<file path="config.mk">
export PLATFORM = sky130hd
export DESIGN_NAME = lda_top
export DESIGN_NICKNAME = d
export VERILOG_FILES = /design/src/verilog/lda_pkg.sv /design/src/verilog/lda_agen.sv /design/src/verilog/lda_pipe.sv /design/src/verilog/lda_top.sv
export SDC_FILE = /design/constraint.sdc
export NUM_CORES = 1
export LEC_CHECK = 0
export ABC_AREA = 1
export BUFFER_PORTS_ARGS = -buffer_cell sky130_fd_sc_hd__buf_2
export CORE_MARGIN = 2
export CORE_UTILIZATION = 54
export DETAILED_ROUTE_END_ITERATION = 16
export PLACE_DENSITY = 0.87
export SLEW_MARGIN = 20
export SYNTH_ARGS = -nofsm -noshare
export SYNTH_HDL_FRONTEND = slang
export SYNTH_SLANG_ARGS = --single-unit
</file>
<file path="constraint.sdc">
create_clock -name pclk -period 3.49 [get_ports pclk]
set_input_delay 0.1745 -clock pclk [delete_from_list [all_inputs] [get_ports pclk]]
set_output_delay 0.1745 -clock pclk [all_outputs]
set_load 0.01 [all_outputs]
</file>
<file path="src/verilog/lda_pkg.sv">
// Shared constants, field layouts and carrier types of the doubleword load address unit
package lda_pkg;

    // ==========================================================
    // Instruction word encoding
    localparam logic [1:0] TAG_UNALIGNED = 2'b01;
    localparam logic [1:0] TAG_ALIGNED = 2'b10;
    localparam logic [2:0] LDST_ALIGNED_DW = 3'b110;
    localparam logic [2:0] LDST_UNALIGNED_DW = 3'b010;
    localparam logic [2:0] COND_ALWAYS = 3'h0;
    localparam int DW_SHIFT = 3;
    localparam int UCST_W = 5;

    // Mode field bit meanings
    localparam int MODE_MODIFY = 3;
    localparam int MODE_REGOFF = 2;
    localparam int MODE_POST = 1;
    localparam int MODE_ADD = 0;

    // ==========================================================
    // Addressing-mode control register layout
    localparam logic [1:0] AMR_LINEAR = 2'h0;
    localparam logic [1:0] AMR_CIRC_BK0 = 2'h1;
    localparam logic [1:0] AMR_CIRC_BK1 = 2'h2;
    localparam int AMR_FIELD_W = 2;
    localparam int AMR_B_LSB = 8;
    localparam int AMR_BK0_LSB = 16;
    localparam int AMR_BK1_LSB = 21;
    localparam int BK_W = 5;
    localparam logic [4:0] CIRC_IDX_LO = 5'h04;
    localparam logic [4:0] CIRC_IDX_HI = 5'h07;

    // ==========================================================
    // APB register map
    localparam int APB_AW = 12;
    localparam logic [11:0] REG_AMR = 12'h000;
    localparam logic [11:0] REG_CTRL = 12'h004;
    localparam logic [11:0] REG_STATUS = 12'h008;
    localparam logic [11:0] REG_COUNT = 12'h00c;
    localparam logic [11:0] REG_REFUSED = 12'h010;
    localparam logic [31:0] AMR_RST = 32'h0000_0000;
    localparam logic [31:0] CTRL_RST = 32'h0000_0001;
    localparam int CTRL_EN = 0;
    localparam int ST_CONFLICT = 0;
    localparam int ST_LATE = 1;
    localparam int ST_ILLEGAL = 2;
    localparam int ST_BUSY = 3;
    localparam int ST_STICKY_W = 3;

    // ==========================================================
    // Pipeline timing: issue cycle is execute_stage_one
    localparam int DATA_DELAY_SLOTS = 4;
    localparam int ADDR_DELAY_SLOTS = 0;

    // ==========================================================
    // Carriers
    typedef struct packed {
        logic [2:0] creg;
        logic z;
        logic [3:0] dst;
        logic offset_scale_select;
        logic [4:0] base;
        logic [4:0] offset;
        logic [3:0] mode;
        logic r;
        logic y;
        logic [2:0] ldst;
        logic [1:0] tag;
        logic s;
        logic p;
    } lda_instr_s;

    typedef struct packed {
        logic side;
        logic [4:0] even_idx;
    } lda_dst_s;

endpackage

</file>
<file path="src/verilog/lda_agen.sv">
// Effective address and base update arithmetic for one load
`timescale 1ns/1ps
`default_nettype none
module lda_agen
    import lda_pkg::*;
#(
    parameter int AW = 32
) (
    // Operands
    input wire logic [AW-1:0] base_val,
    input wire logic [AW-1:0] off_reg_val,
    input wire logic [UCST_W-1:0] short_unsigned_constant,
    input wire logic [3:0] mode,
    input wire logic scale,
    // Circular control
    input wire logic circ_en,
    input wire logic [BK_W-1:0] circ_bk,
    // Results
    output logic [AW-1:0] addr,
    output logic [AW-1:0] new_base,
    output logic base_we
);

    // ==========================================================
    // Block mask: block of 2^(bk+1) bytes, shift past width gives all ones
    function automatic logic [AW-1:0] circ_mask(input logic [BK_W-1:0] bk);
        circ_mask = ~({AW{1'b1}} << ({1'b0, bk} + 6'h01));
    endfunction

    logic [AW-1:0] off_raw;
    logic [AW-1:0] off_sc;
    logic [AW-1:0] lin;
    logic [AW-1:0] mask;

    always_comb begin
        // Register offset or zero-extended constant
        off_raw = mode[MODE_REGOFF] ? off_reg_val : AW'(short_unsigned_constant);
        off_sc = scale ? (off_raw << DW_SHIFT) : off_raw;
        lin = mode[MODE_ADD] ? (base_val + off_sc) : (base_val - off_sc);
        mask = circ_mask(circ_bk);
        // Only the bits inside the block wrap; the upper part of base is kept
        new_base = circ_en ? ((base_val & ~mask) | (lin & mask)) : lin;
        addr = mode[MODE_POST] ? base_val : new_base;
        base_we = mode[MODE_MODIFY];
    end

endmodule
`default_nettype wire

</file>
<file path="src/verilog/lda_pipe.sv">
// Stage carrier from the second to the fifth execute stage and pair writeback
`timescale 1ns/1ps
`default_nettype none
module lda_pipe
    import lda_pkg::*;
#(
    parameter int DEPTH = DATA_DELAY_SLOTS
) (
    // Clock and reset
    input wire logic pclk,
    input wire logic presetn,
    input wire logic ce,
    // Entry from execute_stage_one
    input wire logic push,
    input wire lda_dst_s push_dst,
    // Memory answer, expected while the load sits in stage four
    input wire logic mem_rvalid,
    input wire logic [63:0] mem_rdata,
    // Writeback in execute_stage_five
    output logic wb_valid,
    output lda_dst_s wb_dst,
    output logic [31:0] wb_lo,
    output logic [31:0] wb_hi,
    output logic late,
    output logic busy
);

    logic [DEPTH-1:0] vld_q;
    lda_dst_s dst_q [DEPTH];
    logic [63:0] data_q;

    always_ff @(posedge pclk or negedge presetn) begin
        if (!presetn) begin
            vld_q <= '0;
            for (int i = 0; i < DEPTH; i++) begin
                dst_q[i] <= '0;
            end
        end else if (ce) begin
            vld_q <= {vld_q[DEPTH-2:0], push};
            dst_q[0] <= push_dst;
            for (int i = 1; i < DEPTH; i++) begin
                dst_q[i] <= dst_q[i-1];
            end
        end
    end

    // Data is sampled at the end of stage four so stage five can write it
    always_ff @(posedge pclk or negedge presetn) begin
        if (!presetn) begin
            data_q <= '0;
        end else if (ce && vld_q[DEPTH-2]) begin
            data_q <= mem_rdata;
        end
    end

    assign late = ce && vld_q[DEPTH-2] && !mem_rvalid;
    assign busy = |vld_q;
    assign wb_valid = vld_q[DEPTH-1];
    assign wb_dst = dst_q[DEPTH-1];
    assign wb_lo = data_q[31:0];
    assign wb_hi = data_q[63:32];

endmodule
`default_nettype wire

</file>
<file path="src/verilog/lda_top.sv">
// Decode, address generation, APB registers and stage control of doubleword loads
//
// The address map and the APB interface to the registers were left to the implementer.
`timescale 1ns/1ps
`default_nettype none

// How it works
// - Read and update base in stage one; pair in five
// - Unaligned load accepts any byte address
// - Address is base plus or minus register or constant offset
// - Unit-side bit picks data unit and operand file
// - Scale-select set shifts offset left by three
// - Post modes access old base, others the sum
// - Circular arithmetic for indices four to seven
// - Destination names an even/odd pair
// - Low word to even, high word to odd
// - Destination-side bit alone picks destination file
// - Four-bit mode field decodes offset and update kind
module lda_top
    import lda_pkg::*;
#(
    parameter int AW = 32,
    parameter int CNT_W = 32
) (
    // Clock, reset, enable
    input wire logic pclk,
    input wire logic presetn,
    input wire logic ce,
    // APB slave
    input wire logic [APB_AW-1:0] paddr,
    input wire logic psel,
    input wire logic penable,
    input wire logic pwrite,
    input wire logic [31:0] pwdata,
    input wire logic [3:0] pstrb,
    output logic [31:0] prdata,
    output logic pready,
    output logic pslverr,
    // Instruction issue
    input wire logic iss_valid,
    input wire logic [31:0] iss_word,
    input wire logic iss_other_mem,
    // Operand and condition read
    output logic rf_side,
    output logic [4:0] rf_base_idx,
    output logic [4:0] rf_off_idx,
    input wire logic [AW-1:0] rf_base_val,
    input wire logic [AW-1:0] rf_off_val,
    output logic [2:0] cond_sel,
    input wire logic [31:0] cond_val,
    // Base register update
    output logic base_we,
    output logic base_side,
    output logic [4:0] base_idx,
    output logic [AW-1:0] base_val,
    // Memory request and answer
    output logic mem_req,
    output logic [AW-1:0] mem_addr,
    output logic mem_unaligned,
    output logic mem_unit,
    input wire logic mem_rvalid,
    input wire logic [63:0] mem_rdata,
    // Pair writeback
    output logic pair_we,
    output logic pair_side,
    output logic [4:0] pair_even_idx,
    output logic [4:0] pair_odd_idx,
    output logic [31:0] pair_lo,
    output logic [31:0] pair_hi
);

    // ==========================================================
    // Helpers
    function automatic logic [31:0] strb_merge(input logic [31:0] old, input logic [31:0] wd,
                                               input logic [3:0] st);
        for (int i = 0; i < 4; i++) begin
            strb_merge[i*8 +: 8] = st[i] ? wd[i*8 +: 8] : old[i*8 +: 8];
        end
    endfunction

    function automatic logic [1:0] amr_field(input logic [31:0] addressing_mode_control_reg, input logic side,
                                             input logic [4:0] idx);
        logic [1:0] k;
        k = idx[1:0];
        amr_field = side ? addressing_mode_control_reg[AMR_B_LSB + AMR_FIELD_W*k +: AMR_FIELD_W]
                         : addressing_mode_control_reg[AMR_FIELD_W*k +: AMR_FIELD_W];
    endfunction

    // ==========================================================
    // Registers
    logic [31:0] addressing_mode_control_reg_q;
    logic [31:0] ctrl_q;
    logic [ST_STICKY_W-1:0] sticky_q;
    logic [CNT_W-1:0] load_cnt_q;
    logic [CNT_W-1:0] refused_cnt_q;

    logic apb_wr;
    logic apb_rd;
    logic addr_hit;
    logic pipe_busy;
    logic pipe_late;

    // Register access completes in one access cycle unless the unit is frozen
    assign pready = ce;
    assign apb_wr = psel && penable && pwrite && ce;
    assign apb_rd = psel && penable && !pwrite;
    assign addr_hit = (paddr == REG_AMR) || (paddr == REG_CTRL) || (paddr == REG_STATUS)
                   || (paddr == REG_COUNT) || (paddr == REG_REFUSED);
    assign pslverr = psel && penable && !addr_hit;

    always_comb begin
        prdata = '0;
        if (apb_rd) begin
            case (paddr)
                REG_AMR: prdata = addressing_mode_control_reg_q;
                REG_CTRL: prdata = ctrl_q;
                REG_STATUS: prdata = {28'h0, pipe_busy, sticky_q};
                REG_COUNT: prdata = 32'(load_cnt_q);
                REG_REFUSED: prdata = 32'(refused_cnt_q);
                default: prdata = '0;
            endcase
        end
    end

    always_ff @(posedge pclk or negedge presetn) begin
        if (!presetn) begin
            addressing_mode_control_reg_q <= AMR_RST;
        end else if (apb_wr && paddr == REG_AMR) begin
            addressing_mode_control_reg_q <= strb_merge(addressing_mode_control_reg_q,
                                                        pwdata, pstrb);
        end
    end

    always_ff @(posedge pclk or negedge presetn) begin
        if (!presetn) begin
            ctrl_q <= CTRL_RST;
        end else if (apb_wr && paddr == REG_CTRL) begin
            ctrl_q <= strb_merge(ctrl_q, pwdata, pstrb) & CTRL_RST;
        end
    end

    // ==========================================================
    // Decode in execute_stage_one
    lda_instr_s ins;
    logic is_unal;
    logic is_al;
    logic known;
    logic mode_ok;
    logic cond_true;
    logic unit_on;
    logic exec;
    logic illegal;
    logic conflict;
    logic in_circ;
    logic [1:0] amode;
    logic circ_en;
    logic [BK_W-1:0] circ_bk;
    logic [AW-1:0] ag_addr;
    logic [AW-1:0] ag_new_base;
    logic ag_base_we;

    assign ins = lda_instr_s'(iss_word);
    assign unit_on = ctrl_q[CTRL_EN];
    assign is_unal = ins.tag == TAG_UNALIGNED && ins.ldst == LDST_UNALIGNED_DW && ins.r;
    // Aligned form keeps the low bit of the destination field, here the scale bit, at zero
    assign is_al = ins.tag == TAG_ALIGNED && ins.ldst == LDST_ALIGNED_DW && ins.r;
    assign known = is_unal || is_al;
    // Codes 0x1x with the post bit set and no modify bit are undefined
    assign mode_ok = ins.mode[MODE_MODIFY] || !ins.mode[MODE_POST];

    // Condition register value: nonzero test, or zero test when z is set
    assign cond_sel = ins.creg;
    assign cond_true = (ins.creg == COND_ALWAYS) ? !ins.z
                     : (ins.z ? (cond_val == 32'h0) : (cond_val != 32'h0));

    assign illegal = iss_valid && unit_on && known
                  && (!mode_ok || (is_al && ins.offset_scale_select));
    assign exec = iss_valid && unit_on && known && !illegal && cond_true;
    // The issuing side owns this; it is only recorded here
    assign conflict = iss_valid && unit_on && is_unal && cond_true && iss_other_mem;

    // Operands come from the file of the chosen data unit
    assign rf_side = ins.y;
    assign rf_base_idx = ins.base;
    assign rf_off_idx = ins.offset;

    assign in_circ = ins.base >= CIRC_IDX_LO && ins.base <= CIRC_IDX_HI;
    assign amode = amr_field(addressing_mode_control_reg_q, ins.y, ins.base);
    assign circ_en = in_circ && (amode == AMR_CIRC_BK0 || amode == AMR_CIRC_BK1);
    assign circ_bk = (amode == AMR_CIRC_BK1)
                   ? addressing_mode_control_reg_q[AMR_BK1_LSB +: BK_W]
                   : addressing_mode_control_reg_q[AMR_BK0_LSB +: BK_W];

    lda_agen #(
        .AW(AW)
    ) u_agen (
        .base_val(rf_base_val),
        .off_reg_val(rf_off_val),
        .short_unsigned_constant(ins.offset),
        .mode(ins.mode),
        .scale(is_al || ins.offset_scale_select),
        .circ_en(circ_en),
        .circ_bk(circ_bk),
        .addr(ag_addr),
        .new_base(ag_new_base),
        .base_we(ag_base_we)
    );

    // ==========================================================
    // Base update, visible to the very next instruction
    always_ff @(posedge pclk or negedge presetn) begin
        if (!presetn) begin
            base_we <= 1'b0;
            base_side <= 1'b0;
            base_idx <= '0;
            base_val <= '0;
        end else if (ce) begin
            base_we <= exec && ag_base_we;
            if (exec && ag_base_we) begin
                base_side <= ins.y;
                base_idx <= ins.base;
                base_val <= ag_new_base;
            end
        end
    end

    // ==========================================================
    // Memory request
    always_ff @(posedge pclk or negedge presetn) begin
        if (!presetn) begin
            mem_req <= 1'b0;
            mem_addr <= '0;
            mem_unaligned <= 1'b0;
            mem_unit <= 1'b0;
        end else if (ce) begin
            mem_req <= exec;
            if (exec) begin
                // Aligned form ignores the low three address bits; unaligned keeps all
                mem_addr <= is_unal ? ag_addr : {ag_addr[AW-1:DW_SHIFT], 3'h0};
                mem_unaligned <= is_unal;
                mem_unit <= ins.y;
            end
        end
    end

    // ==========================================================
    // Stages two to five and the pair write
    lda_dst_s push_dst;
    lda_dst_s wb_dst;
    logic wb_valid;

    assign push_dst.side = ins.s;
    assign push_dst.even_idx = {ins.dst, 1'b0};

    lda_pipe #(
        .DEPTH(DATA_DELAY_SLOTS)
    ) u_pipe (
        .pclk(pclk),
        .presetn(presetn),
        .ce(ce),
        .push(exec),
        .push_dst(push_dst),
        .mem_rvalid(mem_rvalid),
        .mem_rdata(mem_rdata),
        .wb_valid(wb_valid),
        .wb_dst(wb_dst),
        .wb_lo(pair_lo),
        .wb_hi(pair_hi),
        .late(pipe_late),
        .busy(pipe_busy)
    );

    assign pair_we = wb_valid;
    assign pair_side = wb_dst.side;
    assign pair_even_idx = wb_dst.even_idx;
    assign pair_odd_idx = wb_dst.even_idx | 5'h01;

    // ==========================================================
    // Status: hardware set beats a write-one clear in the same cycle
    logic [ST_STICKY_W-1:0] st_set;
    logic [ST_STICKY_W-1:0] st_clr;

    always_comb begin
        st_set = '0;
        st_set[ST_CONFLICT] = ce && conflict;
        st_set[ST_LATE] = pipe_late;
        st_set[ST_ILLEGAL] = ce && illegal;
        st_clr = (apb_wr && paddr == REG_STATUS) ? pwdata[ST_STICKY_W-1:0] : '0;
    end

    always_ff @(posedge pclk or negedge presetn) begin
        if (!presetn) begin
            sticky_q <= '0;
        end else if (ce) begin
            sticky_q <= (sticky_q & ~st_clr) | st_set;
        end
    end

    // ==========================================================
    // Counters: executed loads, and issues refused while disabled
    always_ff @(posedge pclk or negedge presetn) begin
        if (!presetn) begin
            load_cnt_q <= '0;
        end else if (ce && exec) begin
            load_cnt_q <= load_cnt_q + CNT_W'(1);
        end
    end

    always_ff @(posedge pclk or negedge presetn) begin
        if (!presetn) begin
            refused_cnt_q <= '0;
        end else if (ce && iss_valid && known && !unit_on) begin
            refused_cnt_q <= refused_cnt_q + CNT_W'(1);
        end
    end

endmodule
`default_nettype wire

</file>
==> run metrics, run 1 <==
Setup WS pre-CTS -0.615 ns; type of the worst setup path primary input to register; number of I/O port buffers 443; tightest slew margin relative to the limit 39.2%; width of the chip 180 microns; routed wire length 65100 microns; initial core utilization 54.7%; final standard cell utilization of the core 75.9%; average cell area after synthesis 7.59 sq um; total iterations of the first detailed-routing run 6; main flop type after synthesis dfrtp_1; CP dominant cell by count nand2_1; Placeable Area 0.0305 sq mm; GRT overflow 0; floorplan die height 180 microns; count of cell types in the netlist 61; Buffers & Inverters on Critical Path 5; layout overhead on the synthesized area 38.7%; final HPWL from detailed placement 46900 microns; clock sink count 261; CP top delay family simple AND/OR/NAND/NOR gates; Final nets 3206; proportion of register bits with asynchronous set or reset after synthesis 100%; first-pass GRT wire length 99300 microns; FF-to-FF End mem_addr[21]; Maximum Capacitance Violations 0; H-Tree Level Count 1; launching element type of the critical path primary input; static leakage power 12.4 nW; Clk Latency, worst-skew pair 0.56 ns; TritonCTS clock tree done; Worst-path clk slew 0.07 ns; final critical path time including I/O delays and setup 3.42 ns; DRC Markers 0; Worst EP arrival 3.85 ns; max frequency 293 MHz; detailed router's first-iteration violation count 1614; drt via density 5.57; synthesized cell area 0.0167 sq mm; vias in the first global route 18500; pwr dens 404 mW/mm^2; initial antenna violation count 2; setup repair after global routing missed its margin yes; clock tree skew after final layout 0.0269 ns; layout cells sized above 1 31.0%; highest cell delay on the worst timing path 0.30 ns; largest buffer count on any clock path 3; WL per Instance 19.6 microns; Req. time, crit path 3.92 ns; pin count of the biggest net entering global routing 113; launch instance of the worst register-to-register path addressing_mode_control_reg_q[15]; share of synthesized area occupied by flip-flops and latches 39.1%; synthesized flop and latch total 261; clock buffers created by TritonCTS 28; via count 18500; total number of yosys warnings 0; row cnt 64; depth of the worst register-to-register path 19; Max Fanout on Critical Path 6; slowest cell on the critical path ha_1; Cells after Synth 2199; kind of capture point of the worst setup path register; final worst-path setup slack 0.0726 ns; Final period util 97.9%; final hold violations 0; number of synthesized flops with an enable pin 0; DIE AREA 0.0323 sq mm; launch instance of the worst min-delay path rf_base_val[29]; class of the tightest hold or removal check primary input to register; buffer cell driving the clock tree root clkbuf_16; post-route ant nets 0; FILL cells 2231; count of final setup violators 0; max-slew violation count 0; post-synthesis net count 2494; overall track demand over capacity in global routing 38.5%; slack of the worst reg-to-reg path 0.23 ns; number of placed I/O pins 447; status completed; capture endpoint of the worst hold path base_val[29]; slew at the pin with the worst max-slew slack 0.913 ns; GPL Wtd Cong 0.982; hold depth 3; maximum ir drop on the vdd rail 0.349 mV
-- through the flow --
| step | power [mW] | setup TNS (ns) | hold WS, ns | area, sq um | instances |
|---|---|---|---|---|---|
| floorplan | 4.73 | 0 | -0.121 | 16700 | 2199 |
| global placement | 5.92 | -9.39 | 0.285 | 20400 | 3143 |
| detailed placement | 6.00 | -15.40 | 0.298 | 20400 | 3143 |
| CTS | 9.11 | 0 | 0.00437 | 22600 | 3317 |
| global route | 9.71 | -0.870 | 0.0141 | 23100 | 3328 |
| finish | 9.35 | 0 | 0.00640 | 23100 | 3328 |
-- sequential cells by signal (all words and copies together), names as in the netlist, 3 cells and up --
signal	cells
u_pipe.data_q	64
addressing_mode_control_reg_q	32
base_val	32
load_cnt_q	32
mem_addr	32
refused_cnt_q	32
u_pipe.dst_q	15
base_idx	5
u_pipe.wb_dst	5
u_pipe.vld_q	4
sticky_q	3
-- layout make-up --
type	count	area (sq um)	share of cell area, %
sequential	261	6530	28.2
multi-input combinational	1587	9100	39.3
tap	396	495	2.14
timing repair buffer	775	5120	22.1
antenna	2	5.00	0.0216
clock buffer	41	841	3.63
inverter	258	971	4.19
clock inverter	8	83.8	0.362
-- logic make-up after synthesis --
| group | Yosys count | synth area share (%) |
|---|---|---|
| other | 2 | 0.0450 |
| flip-flops | 261 | 39.1 |
| XOR/XNOR | 112 | 5.97 |
| AO/OA/AOI/OAI | 333 | 11.2 |
| multiplexers | 74 | 4.95 |
| adder cells (fa/ha/maj) | 46 | 3.49 |
| AND/OR/NAND/NOR | 1020 | 26.3 |
| buffers and inverters | 351 | 8.93 |
-- repair_timing --
| action | 4_1_cts | 5_1_grt |
|---|---|---|
| hold buffers | 124 | 0 |
| pin swaps | 0 | 23 |
| endpoints found under the setup margin | 3 | 52 |
| setup buffers | 1 | 9 |
| endpoints found under the hold margin | 232 | 0 |
| resized for setup | 2 | 116 |
-- report_power, final --
part           internal (mW)  switching [mW]  leakage [nW]
Sequential              3.28           0.188          3.23
Combinational           1.30            1.54          8.67
Clock                   1.74            1.29         0.446
-- cells in the final DEF, fill, tap and decap left out, types with 30 or more instances in the layout --
master	instances
dlygate4sd3_1	124
inv_1	242
a21oi_1	74
xor2_1	78
mux2_2	68
o21ai_0	114
dfrtp_1	260
buf_2	441
xnor2_1	30
ha_1	34
nand2_1	607
nor2_1	171
buf_4	199
o21ai_1	40
nand3_1	71
-- cell usage after synthesis, types with 7 or more instances --
cell,instances,area (sq um)
nor3_1,31,155
buf_4,29,218
o21a_1,7,52.6
nand4_1,21,131
nor2_1,186,698
o21ai_1,30,150
nand2_2,12,75.1
a21o_1,7,52.6
inv_1,247,927
a221oi_1,10,87.6
inv_2,8,30.0
xnor2_1,30,263
nand3_1,73,365
nand2_1,621,2330
nor2_4,8,90.1
nor2_2,10,62.6
a31oi_1,9,56.3
mux2_2,68,766
clkbuf_1,35,131
xor2_1,80,701
nor4_1,22,138
buf_2,21,105
nand3_2,13,130
a21oi_1,86,430
o21ai_0,131,656
dfrtp_1,260,6510
o22ai_1,25,156
ha_1,45,563
-- worst max path at each step --
stage / startpoint / endpoint / cells past startpoint
after floorplan: iss_word[5] / mem_addr[25] / 29
after global placement: iss_word[4] / mem_addr[23] / 28
after detailed placement: iss_word[4] / mem_addr[23] / 30
after CTS: iss_word[4] / mem_addr[20] / 30
after global routing: iss_word[8] / mem_addr[23] / 29
final: iss_word[4] / mem_addr[23] / 28
-- per-layer routing --
| metal | global-route usage, % | routed length, microns | vias to the layer above |
|---|---|---|---|
| met5 | 0 | 0 | - |
| met4 | 21.9 | 4290 | 0 |
| met3 | 6.04 | 5360 | 282 |
| met2 | 66.1 | 31200 | 1060 |
| met1 | 46.2 | 24300 | 8698 |
| li1 | - | - | 8508 |
-- worst reg2reg max path: cells and delay by family (launching register included) --
family | cells | cell delay [ns]
simple gates | 9 | 0.90
flops | 1 | 0.36
buf+inv | 4 | 0.58
fa+ha+maj | 1 | 0.26
compound gates | 5 | 1.06
Note: power is estimated with default switching activity, not from simulation.
==> run 2: changes to the inputs <==
--- a/config.mk
+++ b/config.mk
@@ -7,10 +7,12 @@
 export LEC_CHECK = 0
 export ABC_AREA = 1
 export BUFFER_PORTS_ARGS = -buffer_cell sky130_fd_sc_hd__buf_2
+export CELL_PAD_IN_SITES_DETAIL_PLACEMENT = 1
+export CELL_PAD_IN_SITES_GLOBAL_PLACEMENT = 2
 export CORE_MARGIN = 2
-export CORE_UTILIZATION = 54
+export CORE_UTILIZATION = 30
 export DETAILED_ROUTE_END_ITERATION = 16
-export PLACE_DENSITY = 0.87
+export PLACE_DENSITY = 0.86
 export SLEW_MARGIN = 20
 export SYNTH_ARGS = -nofsm -noshare
 export SYNTH_HDL_FRONTEND = slang
==> run metrics, run 2 (synthesis results as in run 1) <==
DIE AREA 0.0575 sq mm; initial antenna violation count 1; Post-Place Cells 3537; WL per Instance 19.4 microns; kind of capture point of the worst setup path register; FF-to-FF End base_val[16]; Multi-input gate area 0.00940 sq mm; commonest non-fill, non-tap cell in the layout nand2_1; number of placed I/O pins 447; max-slew violation count 0; GPL Wtd Cong 0.877; Maximum Capacitance Violations 0; final critical path time including I/O delays and setup 3.37 ns; routed wire length 72300 microns; buffer cell driving the clock tree root clkbuf_16; path length in cells of the critical path 28; post-route ant nets 0; total iterations of the first detailed-routing run 4; slew at the pin with the worst max-slew slack 0.945 ns; width of the chip 240 microns; clock buffers created by TritonCTS 34; Req. time, crit path 3.85 ns; via count 18000; Worst EP arrival 3.73 ns; clock tree skew after final layout 0.0236 ns; class of the tightest hold or removal check primary input to register; Max Fanout on Critical Path 4; CP dominant cell by count buf_4; row cnt 86; layout cells sized above 1 34.7%; count of final setup violators 0; FILL cells 6825; depth of the worst register-to-register path 19; layout overhead on the synthesized area 46.2%; final HPWL from detailed placement 55200 microns; initial core utilization 30.3%; Buffers & Inverters on Critical Path 9; slack of the worst reg-to-reg path 0.22 ns; static leakage power 12.8 nW; GRT overflow 0; Sequential Area 0.00653 sq mm; detailed router's first-iteration violation count 817; first-pass GRT wire length 109000 microns; tightest slew margin relative to the limit 36.9%; Final period util 96.5%; Final Instance Count excl. Fillers 3731; type of the worst setup path primary input to register; maximum ir drop on the vdd rail 0.243 mV; H-Tree Level Count 2; Fin Hold WS 0.0283 ns; startpoint of the worst setup timing path iss_word[5]; top register by number of flip-flops u_pipe.data_q; drt via density 4.82; TritonCTS clock tree done; Clk Latency, worst-skew pair 0.52 ns; floorplan die height 240 microns; launch instance of the worst register-to-register path addressing_mode_control_reg_q[13]; launching element type of the critical path primary input; largest buffer count on any clock path 3; Worst-path clk slew 0.06 ns; Placeable Area 0.0551 sq mm; highest cell delay on the worst timing path 0.31 ns; Final nets 3252; max frequency 297 MHz; slowest cell on the critical path ha_2; status completed; DRC Markers 0; end point of the critical path base_val[24]; final hold violations 0; setup repair after global routing missed its margin yes; clock sink count 261; vias in the first global route 19400; number of I/O port buffers 443; Largest register FFs 64; CP top delay family simple AND/OR/NAND/NOR gates; overall track demand over capacity in global routing 24.4%; most frequent cells in the layout nand2_1, buf_2, dfrtp_1, buf_4, inv_1; pin count of the biggest net entering global routing 132; pwr dens 417 mW/mm^2
==> run 2: layout make-up <==
cell class / count / share of cell area, %
Timing Repair Buffer: 815 / 22.1
Antenna cell: 1 / 0.0103
Clock buffer: 51 / 4.34
Clock inverter: 10 / 0.451
Sequential cell: 261 / 26.8
Inverter: 258 / 4.00
Multi-Input combinational cell: 1587 / 38.5
Tap cell: 748 / 3.83
==> run 2: per-stage QoR <==
stage                     TNS, ns  area, sq um  power [mW]  utilization (%)  setup slack (ns)
final                           0        24400        10.2             44.3             0.123
after global routing        -2.10        24400        10.7             44.3            -0.181
after CTS                       0        23600        9.97             42.8           0.00916
after detailed placement   -21.29        21200        6.16             38.5            -0.647
after global placement     -14.32        21200        6.08             38.5            -0.556
after floorplan                 0        16700        4.73                -            0.0248
==> run 2: worst min-delay path by stage <==
stage | startpoint | end | cells past startpoint
after floorplan | presetn | addressing_mode_control_reg_q[0] | 0
after global placement | presetn | refused_cnt_q[31] | 1
after detailed placement | presetn | refused_cnt_q[31] | 1
after CTS | rf_base_val[16] | mem_addr[16] | 3
after global routing | rf_base_val[24] | mem_addr[24] | 3
final | rf_base_val[28] | mem_addr[28] | 3
==> run 2: repair_timing <==
action	4_1_cts	5_1_grt
gates resized for setup	14	203
pin swaps	3	62
buffers inserted	1	12
hold buffers	118	1
hold endpoints to repair	378	1
gates cloned	0	0
setup endpoints to repair	19	60
==> run 2: report_power, final <==
group          switching (mW)  internal [mW]  leakage (nW)
sequential              0.183           3.28          3.23
combinational            1.65           1.42          8.95
clock                    1.40           2.25         0.577
==> run 2: per-layer routing <==
metal  wire length, microns  share of wire, %  track usage [%]  vias up
met1                  30700                42             30.0     8859
met4                   2240               3.1             7.42        0
met5                      0                 0                0        -
met2                  36600                51             44.8      416
met3                   2720               3.8             2.63      117
li1                       -                 -                -     8600
==> run 2: worst reg2reg max path: stages (launching register included) <==
cell and delay (ns):
dfrtp_1 0.37, nand2_1 0.07, o21ai_1 0.07, a221oi_2 0.38, a31oi_4 0.09, ha_4 0.21
buf_4 0.14, o21ai_4 0.19, inv_1 0.07, ha_1 0.21, buf_4 0.14, nand2_2 0.07
xnor2_2 0.07, nand2_2 0.15, inv_4 0.08, buf_4 0.17, a21oi_4 0.12, mux2i_2 0.27
buf_4 0.17, o21ai_1 0.06
